<file path="src/scmc_pkg.sv">
// constants for the startup configuration and map control block
package scmc_pkg;
    // register bus
    localparam int unsigned ADDR_W = 6;
    localparam int unsigned DATA_W = 8;
    localparam logic [5:0] OFF_OPTIONS = 6'h39;
    localparam logic [5:0] OFF_PROG    = 6'h3B;
    localparam logic [5:0] OFF_MAP     = 6'h3D;
    localparam logic [5:0] OFF_CONFIG  = 6'h3F;
    // startup configuration fields
    localparam int unsigned CFG_SECURITY_DISABLE = 3;
    localparam int unsigned CFG_WATCHDOG_DISABLE = 2;
    localparam int unsigned CFG_ROM_ENABLE       = 1;
    localparam int unsigned CFG_EEPROM_ENABLE    = 0;
    // map register fields
    localparam int unsigned MAP_RAM_LSB = 4;
    localparam int unsigned MAP_REG_LSB = 0;
    localparam logic [7:0]  MAP_RESET   = 8'h01;
    // options register fields
    localparam int unsigned OPT_CONVERTER_POWER_UP = 7;
    localparam int unsigned OPT_PUMP_CLOCK_SELECT  = 6;
    localparam int unsigned OPT_INTERRUPT_EDGE     = 5;
    localparam int unsigned OPT_OSC_WAIT_SELECT    = 4;
    localparam int unsigned OPT_CLOCK_MONITOR      = 3;
    localparam int unsigned OPT_RATE_LSB           = 0;
    localparam logic [7:0]  OPT_RESET              = 8'h10;
    localparam logic [7:0]  OPT_ANYTIME_MASK       = 8'hC8;
    localparam logic [7:0]  OPT_PROTECTED_MASK     = 8'h33;
    // programming control fields
    localparam int unsigned PRG_LATCH   = 5;
    localparam int unsigned PRG_VOLTAGE = 0;
    // timing, in E-clock cycles
    localparam int unsigned PROTECT_WINDOW_CYCLES = 64;
    localparam int unsigned STOP_FAST_CYCLES      = 4;
    localparam int unsigned STOP_DELAY_CYCLES     = 4000;
    localparam int unsigned WATCHDOG_PREDIV       = 32768;
    localparam int unsigned SYNC_STAGES           = 3;
    // erased byte value
    localparam logic [7:0] ERASED_BYTE = 8'hFF;
endpackage

</file>
<file path="src/scmc_top.sv">
// startup configuration, memory map and programming control logic
`timescale 1ns/1ps
`default_nettype none

// Contract
// security disable reads 1 when no security option; else 0 secures, 1 frees.
// watchdog disable bit 1 stops watchdog, 0 lets it run.
// rom enable 0 removes internal rom from map, range goes external.
// single-chip mode forces rom enable to 1. Code forces rom_mapped_out only; config read keeps latched bit.
// eeprom enable 0 unmaps eeprom; 1 maps it.
// map register places registers and ram on any 4-Kbyte page.
// map register takes one write in first 64 cycles, normal modes.
// ram bits give upper hex digit of ram base; reset page zero.
// register bits give upper digit of 64-byte block base; reset page one.
// protected options write once in 64 cycles; special modes anytime.
// oscillator wait clear resumes from stop within four cycles.
// oscillator wait set waits 4000 cycles before resuming from stop.
// pump clock select picks charge pump and converter clock source.
// pump clock select 0 uses E clock, 1 uses internal oscillator.
// options bit 2 always reads 0.
// watchdog uses E clock divided by 2^15, then rate scaling.
// erased cells read 1; programming only clears bits.
// software first writes 20 hex to set only the latch.
// software stores data to eprom, then writes 21 hex.
// software holds voltage 2 to 4 ms then clears control register.
// system sets rom enable, applies supply, holds irq high first.
// latch set makes eprom writes latch address and data; reads blocked.
// voltage enable writable only while latch is 1; other writes ignored.
// late or repeated writes to write-once bits are silently ignored.
// startup latches load from nonvolatile copy every reset; reads return them.
module scmc_top #(
    parameter int unsigned EPROM_DEPTH     = 16,
    parameter int unsigned EPROM_ADDR_W    = 4,
    parameter bit          SECURITY_OPTION = 1'b1,
    parameter int unsigned WATCHDOG_DIV    = scmc_pkg::WATCHDOG_PREDIV
) (
    // clock and reset
    input  wire logic        sys_clk_in,
    input  wire logic        rstn_in,
    // register port
    input  wire logic [5:0]  reg_addr_in,
    input  wire logic [7:0]  reg_wdata_in,
    input  wire logic        reg_wr_in,
    input  wire logic        reg_rd_in,
    output logic      [7:0]  reg_rdata_out,
    // mode pins and nonvolatile copy
    input  wire logic        special_mode_in,
    input  wire logic        single_chip_in,
    input  wire logic [3:0]  nv_config_in,
    // stop mode and oscillator
    input  wire logic        stop_exit_in,
    input  wire logic        rc_osc_in,
    output logic             resume_out,
    // map control
    output logic             rom_mapped_out,
    output logic             eeprom_mapped_out,
    output logic      [3:0]  ram_page_out,
    output logic      [3:0]  reg_page_out,
    output logic             security_on_out,
    // options
    output logic             watchdog_enable_out,
    output logic             watchdog_tick_out,
    output logic             interrupt_edge_only_out,
    output logic             converter_power_up_out,
    output logic             clock_monitor_enable_out,
    output logic             pump_clock_select_out,
    output logic             pump_clock_en_out,
    // eprom access
    input  wire logic                    eprom_wr_in,
    input  wire logic                    eprom_rd_in,
    input  wire logic [EPROM_ADDR_W-1:0] eprom_addr_in,
    input  wire logic [7:0]              eprom_wdata_in,
    output logic      [7:0]              eprom_rdata_out,
    output logic                         eprom_read_blocked_out,
    output logic                         program_voltage_out
);

    initial begin
        if (EPROM_DEPTH < 1 || EPROM_DEPTH > (1 << EPROM_ADDR_W))
            $error("scmc_top: eprom depth does not fit address width");
        if (WATCHDOG_DIV < 2)
            $error("scmc_top: watchdog divider too small");
    end

    localparam int unsigned NSYNC = 8;
    localparam int unsigned WDW = $clog2(WATCHDOG_DIV);
    localparam logic [6:0] WINDOW_END =
        7'(scmc_pkg::PROTECT_WINDOW_CYCLES);
    localparam logic [11:0] FAST_LAST =
        12'(scmc_pkg::STOP_FAST_CYCLES - 1);
    localparam logic [11:0] DELAY_LAST =
        12'(scmc_pkg::STOP_DELAY_CYCLES - 1);
    localparam logic [WDW-1:0] PREDIV_LAST = WDW'(WATCHDOG_DIV - 1);
    localparam logic [2:0] LOAD_LAST = 3'(scmc_pkg::SYNC_STAGES + 2);

    typedef enum logic [0:0] {SCMC_RUN, SCMC_WAKE} scmc_stop_t;

    // input synchronisers: change taken when stages two and three agree
    logic [NSYNC-1:0] raw_in;
    logic [NSYNC-1:0] sync1;
    logic [NSYNC-1:0] sync2;
    logic [NSYNC-1:0] sync3;
    logic [NSYNC-1:0] clean;

    assign raw_in = {nv_config_in, rc_osc_in, stop_exit_in,
                     single_chip_in, special_mode_in};

    genvar gi;
    generate
        for (gi = 0; gi < NSYNC; gi++) begin : g_sync
            always_ff @(posedge sys_clk_in or negedge rstn_in) begin
                if (!rstn_in) begin
                    sync1[gi] <= 1'b0;
                    sync2[gi] <= 1'b0;
                    sync3[gi] <= 1'b0;
                    clean[gi] <= 1'b0;
                end else begin
                    sync1[gi] <= raw_in[gi];
                    sync2[gi] <= sync1[gi];
                    sync3[gi] <= sync2[gi];
                    if (sync2[gi] == sync3[gi])
                        clean[gi] <= sync3[gi];
                end
            end
        end
    endgenerate

    wire       special_mode = clean[0];
    wire       single_chip  = clean[1];
    wire       stop_exit    = clean[2];
    wire       rc_osc       = clean[3];
    wire [3:0] nv_config    = clean[7:4];

    // register state
    logic [3:0]  config_latch;
    logic [2:0]  load_cnt;
    logic [7:0]  map_reg;
    logic [7:0]  option_reg;
    logic        map_written;
    logic        option_written;
    logic [6:0]  window_cnt;
    logic        prog_latch;
    logic        prog_voltage;

    // decode
    wire wr_config  = reg_wr_in && reg_addr_in == scmc_pkg::OFF_CONFIG;
    wire wr_map     = reg_wr_in && reg_addr_in == scmc_pkg::OFF_MAP;
    wire wr_option  = reg_wr_in && reg_addr_in == scmc_pkg::OFF_OPTIONS;
    wire wr_prog    = reg_wr_in && reg_addr_in == scmc_pkg::OFF_PROG;
    wire window_open = window_cnt < WINDOW_END;
    wire map_ok     = special_mode || (window_open && !map_written);
    wire option_ok  = special_mode || (window_open && !option_written);
    wire config_loaded = load_cnt == LOAD_LAST;

    // startup latches loaded after reset once inputs have settled
    always_ff @(posedge sys_clk_in or negedge rstn_in) begin
        if (!rstn_in) begin
            load_cnt     <= '0;
            config_latch <= '0;
        end else if (!config_loaded) begin
            load_cnt     <= load_cnt + 3'(1);
            config_latch <= nv_config;
        end
    end

    // protection window counter
    always_ff @(posedge sys_clk_in or negedge rstn_in) begin
        if (!rstn_in)
            window_cnt <= '0;
        else if (window_open)
            window_cnt <= window_cnt + 7'(1);
    end

    // map register, write-once in normal modes
    always_ff @(posedge sys_clk_in or negedge rstn_in) begin
        if (!rstn_in) begin
            map_reg     <= scmc_pkg::MAP_RESET;
            map_written <= 1'b0;
        end else if (wr_map && map_ok) begin
            map_reg     <= reg_wdata_in;
            map_written <= 1'b1;
        end
    end

    // options register, time-protected fields
    wire [7:0] option_keep_mask = option_ok ? 8'h00
                                 : scmc_pkg::OPT_PROTECTED_MASK;
    wire [7:0] next_option =
        (option_reg & option_keep_mask)
        | (reg_wdata_in & ~option_keep_mask
           & (scmc_pkg::OPT_ANYTIME_MASK | scmc_pkg::OPT_PROTECTED_MASK));

    always_ff @(posedge sys_clk_in or negedge rstn_in) begin
        if (!rstn_in) begin
            option_reg     <= scmc_pkg::OPT_RESET;
            option_written <= 1'b0;
        end else if (wr_option) begin
            option_reg <= next_option;
            if (option_ok)
                option_written <= 1'b1;
        end
    end

    // programming control: latch then voltage
    wire wdata_latch   = reg_wdata_in[scmc_pkg::PRG_LATCH];
    wire wdata_voltage = reg_wdata_in[scmc_pkg::PRG_VOLTAGE];
    wire next_latch    = (prog_voltage && wdata_voltage) ? prog_latch
                                                         : wdata_latch;
    wire next_voltage  = prog_latch ? wdata_voltage : prog_voltage;

    always_ff @(posedge sys_clk_in or negedge rstn_in) begin
        if (!rstn_in) begin
            prog_latch   <= 1'b0;
            prog_voltage <= 1'b0;
        end else if (wr_prog) begin
            prog_latch   <= next_latch;
            prog_voltage <= next_voltage;
        end
    end

    // eprom cells, latched address and data
    logic [7:0]              eprom_mem [EPROM_DEPTH];
    logic [EPROM_ADDR_W-1:0] lat_addr;
    logic [7:0]              lat_data;
    logic                    lat_valid;
    wire  eprom_latch_wr = prog_latch && eprom_wr_in && !prog_voltage;

    always_ff @(posedge sys_clk_in or negedge rstn_in) begin
        if (!rstn_in) begin
            lat_addr  <= '0;
            lat_data  <= scmc_pkg::ERASED_BYTE;
            lat_valid <= 1'b0;
        end else if (eprom_latch_wr) begin
            lat_addr  <= eprom_addr_in;
            lat_data  <= eprom_wdata_in;
            lat_valid <= 1'b1;
        end else if (!prog_latch) begin
            lat_valid <= 1'b0;
        end
    end

    wire burn = prog_voltage && lat_valid;

    generate
        for (gi = 0; gi < EPROM_DEPTH; gi++) begin : g_cell
            always_ff @(posedge sys_clk_in or negedge rstn_in) begin
                if (!rstn_in)
                    eprom_mem[gi] <= scmc_pkg::ERASED_BYTE;
                else if (burn && lat_addr == EPROM_ADDR_W'(gi))
                    eprom_mem[gi] <= eprom_mem[gi] & lat_data;
            end
        end
    endgenerate

    wire [7:0] eprom_sel = eprom_mem[eprom_addr_in];

    always_ff @(posedge sys_clk_in or negedge rstn_in) begin
        if (!rstn_in)
            eprom_rdata_out <= scmc_pkg::ERASED_BYTE;
        else if (eprom_rd_in)
            eprom_rdata_out <= prog_latch ? scmc_pkg::ERASED_BYTE
                                          : eprom_sel;
    end

    // register read
    wire       sec_bit = SECURITY_OPTION
                         ? config_latch[scmc_pkg::CFG_SECURITY_DISABLE]
                         : 1'b1;
    wire [7:0] config_view = {4'h0, sec_bit, config_latch[2:0]};
    wire [7:0] prog_view   = 8'(({7'h00, prog_latch} << scmc_pkg::PRG_LATCH)
                           | ({7'h00, prog_voltage} << scmc_pkg::PRG_VOLTAGE));
    wire [7:0] read_mux =
        reg_addr_in == scmc_pkg::OFF_CONFIG  ? config_view :
        reg_addr_in == scmc_pkg::OFF_MAP     ? map_reg :
        reg_addr_in == scmc_pkg::OFF_OPTIONS ? option_reg :
        reg_addr_in == scmc_pkg::OFF_PROG    ? prog_view : 8'h00;

    always_ff @(posedge sys_clk_in or negedge rstn_in) begin
        if (!rstn_in)
            reg_rdata_out <= 8'h00;
        else if (reg_rd_in)
            reg_rdata_out <= read_mux;
        else
            reg_rdata_out <= 8'h00;
    end

    // stop-mode exit timing
    scmc_stop_t stop_state;
    logic [11:0] wake_cnt;
    logic        stop_exit_d;
    wire  stop_rise = stop_exit && !stop_exit_d;
    wire  osc_wait  = option_reg[scmc_pkg::OPT_OSC_WAIT_SELECT];
    wire [11:0] wake_last = osc_wait ? DELAY_LAST : FAST_LAST;

    always_ff @(posedge sys_clk_in or negedge rstn_in) begin
        if (!rstn_in) begin
            stop_state  <= SCMC_RUN;
            wake_cnt    <= '0;
            stop_exit_d <= 1'b0;
            resume_out  <= 1'b0;
        end else begin
            stop_exit_d <= stop_exit;
            resume_out  <= 1'b0;
            unique case (stop_state)
                SCMC_RUN: begin
                    wake_cnt <= '0;
                    if (stop_rise)
                        stop_state <= SCMC_WAKE;
                end
                SCMC_WAKE: begin
                    wake_cnt <= wake_cnt + 12'(1);
                    if (wake_cnt >= wake_last) begin
                        stop_state <= SCMC_RUN;
                        resume_out <= 1'b1;
                    end
                end
            endcase
        end
    end

    // watchdog prescaler and rate scaling
    logic [WDW-1:0] prediv_cnt;
    logic [5:0]     rate_cnt;
    wire  watchdog_on = !config_latch[scmc_pkg::CFG_WATCHDOG_DISABLE]
                        && config_loaded;
    wire [1:0] rate_sel = option_reg[scmc_pkg::OPT_RATE_LSB +: 2];
    wire [5:0] rate_last = 6'((7'h01 << {rate_sel, 1'b0}) - 7'h01);
    wire       prediv_tick = prediv_cnt == PREDIV_LAST;

    always_ff @(posedge sys_clk_in or negedge rstn_in) begin
        if (!rstn_in) begin
            prediv_cnt        <= '0;
            rate_cnt          <= '0;
            watchdog_tick_out <= 1'b0;
        end else begin
            watchdog_tick_out <= 1'b0;
            if (!watchdog_on) begin
                prediv_cnt <= '0;
                rate_cnt   <= '0;
            end else if (prediv_tick) begin
                prediv_cnt <= '0;
                if (rate_cnt >= rate_last) begin
                    rate_cnt          <= '0;
                    watchdog_tick_out <= 1'b1;
                end else begin
                    rate_cnt <= rate_cnt + 6'(1);
                end
            end else begin
                prediv_cnt <= prediv_cnt + WDW'(1);
            end
        end
    end

    // charge pump and converter clock enable
    logic rc_osc_d;
    wire  pump_sel = option_reg[scmc_pkg::OPT_PUMP_CLOCK_SELECT];

    always_ff @(posedge sys_clk_in or negedge rstn_in) begin
        if (!rstn_in)
            rc_osc_d <= 1'b0;
        else
            rc_osc_d <= rc_osc;
    end

    assign pump_clock_select_out = pump_sel;
    assign pump_clock_en_out = pump_sel ? (rc_osc && !rc_osc_d)
                                        : 1'b1;

    // map and option outputs
    assign rom_mapped_out = config_latch[scmc_pkg::CFG_ROM_ENABLE]
                            || single_chip;
    assign eeprom_mapped_out =
        config_latch[scmc_pkg::CFG_EEPROM_ENABLE];
    assign ram_page_out = map_reg[scmc_pkg::MAP_RAM_LSB +: 4];
    assign reg_page_out = map_reg[scmc_pkg::MAP_REG_LSB +: 4];
    assign security_on_out = !sec_bit;
    assign watchdog_enable_out = watchdog_on;
    assign interrupt_edge_only_out =
        option_reg[scmc_pkg::OPT_INTERRUPT_EDGE];
    assign converter_power_up_out =
        option_reg[scmc_pkg::OPT_CONVERTER_POWER_UP];
    assign clock_monitor_enable_out =
        option_reg[scmc_pkg::OPT_CLOCK_MONITOR];
    assign eprom_read_blocked_out = prog_latch;
    assign program_voltage_out = prog_voltage;

    wire unused_ok = wr_config;

endmodule

`default_nettype wire

</file>
<file path="config.mk">
export PLATFORM = sky130hd
export DESIGN_NAME = scmc_top
export DESIGN_NICKNAME = d
export VERILOG_FILES = /design/src/scmc_pkg.sv /design/src/scmc_top.sv
export SDC_FILE = /design/constraint.sdc
export NUM_CORES = 1
export LEC_CHECK = 0
export ABC_AREA = 1
export BUFFER_PORTS_ARGS = -buffer_cell sky130_fd_sc_hd__buf_4
export CAP_MARGIN = 20
export CORE_ASPECT_RATIO = 0.7
export CORE_UTILIZATION = 50
export CTS_CLUSTER_DIAMETER = 150
export CTS_CLUSTER_SIZE = 16
export DETAILED_ROUTE_END_ITERATION = 12
export PLACE_DENSITY = 0.68
export SLEW_MARGIN = 10
export SYNTH_ARGS = -nofsm -noshare
export SYNTH_HDL_FRONTEND = slang
export SYNTH_SLANG_ARGS = --single-unit
</file>
<file path="constraint.sdc">
create_clock -name sys_clk_in -period 2.72 [get_ports sys_clk_in]
set_input_delay 0.408 -clock sys_clk_in [delete_from_list [all_inputs] [get_ports sys_clk_in]]
set_output_delay 0.408 -clock sys_clk_in [all_outputs]
set_load 0.01 [all_outputs]
</file>
==> results of run 1 <==
==> cell type report <==
cell class              count  area [um2]
well taps                 312         390
clock inverters             2        32.5
inverters                  87         327
multi-input cells         780        4280
flip-flops and latches    260        6690
repair buffers             95         781
clock buffers              30         538
fillers                  1972        9580
==> cells by family after synthesis <==
| family | after synthesis | share of synthesized area |
|---|---|---|
| buf+inv | 124 | 0.0461 |
| compound gates | 197 | 0.118 |
| fa+ha+maj | 28 | 0.0287 |
| flops | 260 | 0.582 |
| mux | 1 | 0.000979 |
| xor+xnor | 16 | 0.0122 |
| simple gates | 538 | 0.212 |
==> layout by cell type, fill, tap and decap left out, types with 11 or more instances in the layout <==
| cell | n |
|---|---|
| xor2_1 | 13 |
| a21boi_1 | 11 |
| a21oi_1 | 26 |
| o21ai_0 | 25 |
| nand3_1 | 127 |
| inv_1 | 78 |
| nor2_1 | 61 |
| buf_4 | 82 |
| ha_1 | 20 |
| nand2_1 | 290 |
| dfrtp_1 | 114 |
| a21boi_0 | 118 |
| dfstp_2 | 146 |
| clkbuf_16 | 20 |
==> final timing paths <==
kind,end,cells after the start,startpoint
setup reg to reg,eprom_mem[43],5,program_voltage_out
hold reg to reg,sync2[5],0,sync1[5]
min in group asynchronous,sync2[1],2,rstn_in
hold / removal,lat_data[7],3,eprom_wdata_in[7]
max in group asynchronous,eprom_mem[34],3,rstn_in
setup / recovery,watchdog_enable_out,5,load_cnt[1]
==> stage by stage <==
| step | util | total power [mW] | hold slack (ns) | cells |
|---|---|---|---|---|
| after floorplan | - | 4.95 | 0.112 | 1164 |
| after global placement | 0.547 | 5.50 | 0.333 | 1525 |
| after detailed placement | 0.547 | 5.53 | 0.336 | 1525 |
| after CTS | 0.576 | 8.29 | 0.113 | 1566 |
| after global routing | 0.576 | 8.59 | 0.120 | 1566 |
| final | 0.576 | 8.22 | 0.131 | 1566 |
==> power breakdown <==
| group | internal [mW] | total, mW | switching (mW) |
|---|---|---|---|
| registers | 4.12 | 4.28 | 0.163 |
| logic | 0.306 | 1.19 | 0.883 |
| clock network | 1.38 | 2.75 | 1.37 |
| total | 5.81 | 8.22 | 2.41 |
==> routing by layer <==
metal / wire (um) / share of wire / GRT usage / vias up
met3: 1860 / 0.070 / 0.0512 / 27
met5: 0 / 0 / 0 / -
met2: 10500 / 0.39 / 0.313 / 248
met4: 378 / 0.014 / 0.0436 / 0
li1: - / - / - / 3988
met1: 14000 / 0.52 / 0.390 / 4031
==> worst register-to-register path, cell delays in order, from the launching register on <==
cell      delay [ns]
dfrtp_1         0.50
nand2_2         0.16
inv_2           0.13
nand2_1         0.12
nor2_1          0.56
a21boi_0        0.21
==> flow_summary_export.csv, run 1 <==
group,metric,value,unit
cells_and_area,synthToLayoutAreaGrowth,13.4,%
setup_path,start_kind,"register",
timing,timing.fmax,490,MHz
timing,maxSlewViolCount,0,
die,ios,77,
synthesis,ys_ff_latch,260,
timing,min_period_over_period,0.751,
timing,hold_violations,0,
timing,rsz0062_at_grt,"no",
pwr,power_density,631,nW/um2
timing,period_minus_slack,2.04,ns
setup_path,arrival,1.63,ns
setup_path,worst_path_max_delay_cell,"dfrtp_1",
clock_tree,cts-hold-fix-buffers,9,
clock_tree,cts.repair.resized,0,
setup_path,rrSetupSlack,0.93,ns
setup_path,cpLargestDelayFamily,"flip-flops",
setup_path,end_kind,"output pin",
grt,grt_max_degree,85,
run,drv_cap,0,
place,io_buffers,76,
cells_and_area,drive_gt1_frac,0.243,
clock_tree,post_cts_buffers,0,
grt,grt_pass1_vias,7923,
synthesis,async_flop_share,1.00,
route,routedWlPerCell,17.0,um
place,gp_congestion,0.853,
grt,antenna_found_initial,0,
cells_and_area,top_register,"eprom_mem",
timing,tightest_slew,0.820,ns
setup_path,critPathKind,"register to output pin",
clock_tree,path_clk_slew,0.07,ns
die,initial_core_util,0.508,
timing,clock_skew,0.0154,ns
setup_path,cp_num_buf_inv,2,
route,drt_iter0_drc,669,
clock_tree,cts_buffer_depth,3,
clock_tree,cts_tree,"built",
grt,grt_usage,0.236,
cells_and_area,diodes,0,
die,rows,46,
timing,max-slew-margin-rel,0.453,
place,dpl.hpwl,18100,um
setup_path,cp_max_fo,10,
pwr,ir_drop,492,uV
synthesis,synth_edf_count,0,
grt,overflow,0,
synthesis,syn_area_per_cell,9.88,um2
synthesis,yosys.cell_count.top_type,"nand2_1",
route,postRouteAntennaNets,0,
route,via_per_inst,5.30,
synthesis,synth_flop_cell,"dfstp_2",
route,wirelength,26700,um
synthesis,yosysSeqAreaShare,0.582,
clock_tree,h-tree-depth,1,
clock_tree,clock_latency,0.52,ns
cells_and_area,largest_register_ff_count,128,
setup_path,worst_path_largest_cell_delay,0.40,ns
synthesis,yosysTopAreaCell,"dfstp_2",
grt,grt_pass1_wl,43700,um
place,dpl_cell_area,12400,um2
setup_path,required,2.31,ns
die,core_area,22600,um2
cells_and_area,postLayoutCellArea,13000,um2
synthesis,syn_area,11500,um2
die,die_w,183,um
clock_tree,cts-root-buf,"clkbuf_16",
synthesis,synth_area_leaders,"dfstp_2 (33%), dfrtp_1 (25%), nand2_1 (9.5%)",
setup_path,path_cells,"inv_1 > ha_1 > nand2_4 > nor2_8 > buf_4",
route,vias,8294,
timing,setup_slack,0.677,ns
cells_and_area,top_regs,"eprom_mem x128, prediv_cnt x15, wake_cnt x12",
die,die_h,129,um
clock_tree,clkSinkCount,260,
die,dieArea,23600,um2
synthesis,synth_top_area_share,0.334,
synthesis,yosysWarnings,0,
synthesis,syn-instance-count,1164,
synthesis,synth_cell_types,43,
route,first_pass_iters,5,
timing,setup_violations,0,
synthesis,synth.top_cells.by_count,"nand2_1 (290), dfstp_2 (146), nand3_1 (127)",
outcome,status,"finished clean",
pwr,power_leakage,5.76,nW
min_path,hold_class,"input pin to register",
cells_and_area,final_net_count,1304,
timing,fin_tns_setup,0,ns
clock_tree,numCtsBuffers,20,
route,drc,0,
place,pre_cts_slack,0.747,ns
synthesis,syn_nets,1224,
Power figures use the tool's default switching activity.
==> inputs of run 2 (changes only) <==
--- a/config.mk
+++ b/config.mk
@@ -5,7 +5,7 @@
 export SDC_FILE = /design/constraint.sdc
 export NUM_CORES = 1
 export LEC_CHECK = 0
-export ABC_AREA = 1
+export ABC_AREA = 0
 export BUFFER_PORTS_ARGS = -buffer_cell sky130_fd_sc_hd__buf_4
 export CAP_MARGIN = 20
 export CORE_ASPECT_RATIO = 0.7
@@ -13,7 +13,7 @@
 export CTS_CLUSTER_DIAMETER = 150
 export CTS_CLUSTER_SIZE = 16
 export DETAILED_ROUTE_END_ITERATION = 12
-export PLACE_DENSITY = 0.68
+export PLACE_DENSITY = 0.71
 export SLEW_MARGIN = 10
 export SYNTH_ARGS = -nofsm -noshare
 export SYNTH_HDL_FRONTEND = slang
==> constraint.sdc (replaced) <==
create_clock -name sys_clk_in -period 1.66 [get_ports sys_clk_in]
set_input_delay 0.249 -clock sys_clk_in [delete_from_list [all_inputs] [get_ports sys_clk_in]]
set_output_delay 0.249 -clock sys_clk_in [all_outputs]
set_load 0.01 [all_outputs]
==> run 2 against run 1 <==
Compared with the run above: synthesized cell count fell by 31%; routed wire length decreased by 10%; non-clock buffer count up 90; clock-buffer cell count increased by 3; critical path depth up 3; the flow now finishes with violations (DRC, setup timing); sequential power up 77%; largest power group unchanged; final cell count is 19% lower; clock power is 64% higher; via count shrank 16%.
==> flow_summary_export.csv, run 2 <==
group,metric,value,unit
setup_path,arrival,2.25,ns
cells_and_area,largest_register_ff_count,128,
synthesis,synth_edf_count,0,
cells_and_area,postLayoutCellArea,13500,um2
synthesis,yosysTopAreaCell,"dfstp_2",
synthesis,synth.area.mux_share,0.114,
outcome,status,"complete, but fails checks",
timing,max-slew-margin-rel,0.691,
route,drc,10,
setup_path,required,2.05,ns
setup_path,start_kind,"register",
synthesis,syn_area_per_cell,13.6,um2
place,dp_cells,1191,
place,gp_congestion,0.857,
route,wl_met1,12000,um
timing,setup_violations,10,
clock_tree,cts_buffer_depth,3,
timing,rsz0062_at_grt,"yes",
synthesis,synth_cell_types,56,
synthesis,yosysSeqAreaShare,0.610,
synthesis,syn-instance-count,806,
die,rows,44,
synthesis,synth.top_cells.by_count,"dfstp_2 (146), o21a_1 (130), dfrtp_1 (114)",
cells_and_area,synthToLayoutAreaGrowth,22.8,%
cells_and_area,mostFrequentLayoutCell,"buf_4",
cells_and_area,seq_area,6690,um2
route,wirelength,24000,um
setup_path,worst_path_largest_cell_delay,0.45,ns
timing,setup_slack,-0.198,ns
clock_tree,numCtsBuffers,20,
route,via_per_inst,5.54,
synthesis,ys_ff_latch,260,
timing,clock_skew,0.0134,ns
clock_tree,clkSinkCount,260,
route,wl_met2,10400,um
timing,timing.fmax,538,MHz
setup_path,end_kind,"register",
synthesis,yosys.cell_count.top_type,"dfstp_2",
clock_tree,cts-root-buf,"clkbuf_16",
setup_path,path_cells,"or2_4 > ha_4 > nand2b_4 > a21oi_4 > o21ai_4 > buf_6 > a2111oi_2 > a21o_1",
min_path,min-delay-start,"reg_addr_in[2]",
die,initial_core_util,0.519,
clock_tree,cts_tree,"built",
pwr,power_density,1020,nW/um2
setup_path,rr_worst_depth,8,
die,die_w,179,um
timing,maxSlewViolCount,0,
synthesis,synth_top_family_by_area,"compound AO/OA/AOI/OAI gates",
route,vias,6986,
grt,grt_pass1_vias,7301,
min_path,hold_path_end,"reg_rdata_out[2]",
cells_and_area,final_net_count,1033,
setup_path,rrSetupSlack,-0.20,ns
clock_tree,clock_latency,0.50,ns
route,drt_iter0_drc,420,
timing,fin_tns_setup,-1.30,ns
pwr,p_seq_frac,0.554,
place,dpl.hpwl,16600,um
die,core_area,21100,um2
pwr,clockPowerShare,0.330,
synthesis,syn_area,11000,um2
grt,grt_max_degree,50,
min_path,hold_path_depth,2,
pwr,power_leakage,5.67,nW
cells_and_area,mostFrequentLayoutCells,"buf_4 (147), dfstp_2 (146), o21a_1 (130)",
route,top_layer_used,"met4",
pwr,p_total,13.7,mW
setup_path,worst_path_max_delay_cell,"dfrtp_2",
pwr,p_sw_frac,0.271,
cells_and_area,multiInputGateArea,4220,um2
grt,antenna_found_initial,0,
synthesis,yosysWarnings,0,
pwr,ir_drop,1110,uV
synthesis,synth_flop_cell,"dfstp_2",
die,dieArea,22600,um2
timing,min_period_over_period,1.12,
synthesis,synth_adder_area_share,0.0301,
cells_and_area,top_register,"eprom_mem",
timing,period_minus_slack,1.86,ns
route,wl_met3,1250,um
cells_and_area,diodes,0,
route,routedWlPerCell,19.0,um
grt,grt_pass1_wl,39200,um
cells_and_area,drive_gt1_frac,0.425,
timing,tightest_slew,0.464,ns
cells_and_area,top_regs,"eprom_mem x128, prediv_cnt x15, wake_cnt x12",
cells_and_area,final_cells,1261,
synthesis,synth-simple-area-share,0.0759,
synthesis,async_flop_share,1.00,
place,io_buffers,76,
setup_path,cp_max_fo,6,
grt,overflow,0,
setup_path,critPathKind,"register to register",
pwr,p_int,9.98,mW
grt,grt_usage,0.222,
cells_and_area,final_core_utilization,0.638,
cells_and_area,nFillCells,1582,
clock_tree,path_clk_slew,0.07,ns
run,drv_cap,0,
outcome,failed_checks,"DRC, setup timing",
place,dpl_cell_area,12400,um2
place,pre_cts_slack,-0.224,ns
timing,whs,0.0661,ns
synthesis,synth_xor_area_frac,0.0208,
route,first_pass_iters,9,
synthesis,synth_area_leaders,"dfstp_2 (35%), dfrtp_1 (26%), o21a_1 (8.9%)",
route,postRouteAntennaNets,0,
pwr,comb_power_share,0.117,
min_path,hold_class,"input pin to register",
synthesis,synth_top_area_share,0.350,
timing,hold_violations,0,
synthesis,synth-compound-area-share,0.128,
pwr,power.switching,3.71,mW
synthesis,syn_nets,866,
clock_tree,h-tree-depth,1,
die,die_h,126,um
die,ios,77,
setup_path,rr_endpoint,"rate_cnt[4]",
[run 2: cell families after synthesis]
group,count (synthesis)
flip-flops,260
AO/OA/AOI/OAI,192
AND/OR/NAND/NOR,166
multiplexers,81
buffers and inverters,53
adder cells (fa/ha/maj),28
XOR/XNOR,26
[run 2: final cells by class]
cell class,count,share of cell area
clock buffer,33,0.0423
clock inverter,1,0.00121
inverter,13,0.00399
multi-input combinational,493,0.313
sequential,260,0.496
tap,276,0.0256
timing repair buffer,185,0.117
[run 2: how the worst max path moves through the flow]
stage,cells after the start,to
6_report,8,rate_cnt[4]
3_3_place_gp,7,rate_cnt[0]
4_1_cts,7,rate_cnt[0]
3_5_place_dp,7,rate_cnt[0]
2_1_floorplan,7,rate_cnt[0]
5_1_grt,8,rate_cnt[4]
[run 2: worst max-delay path, delay by kind of cell, from the launching register on]
family | cells | cell delay, ns
simple gates | 2 | 0.36
flops | 1 | 0.45
buf+inv | 1 | 0.15
compound gates | 4 | 0.52
fa+ha+maj | 1 | 0.26
[run 2: power by group through the flow]
stage	clock network, mW	registers [mW]	logic, mW
5_1_grt	4.87	7.66	1.76
3_3_place_gp	0	7.65	1.42
6_report	4.51	7.57	1.60
2_1_floorplan	0	7.13	1.16
3_5_place_dp	0	7.65	1.45
4_1_cts	4.66	7.55	1.57
[run 2: per-layer routing]
layer / global-route usage / up-vias
li1: - / 3230
met1: 0.355 / 3577
met2: 0.324 / 156
met3: 0.0314 / 23
met4: 0.0434 / 0
met5: 0 / -
[run 2: repair_timing]
action                                  4_1_cts  5_1_grt
endpoints found under the hold margin       146        0
pin swaps                                    17        9
resized for setup                            15       12
endpoints found under the setup margin       16       43
hold buffers                                 25        0
buffers inserted                              6        5
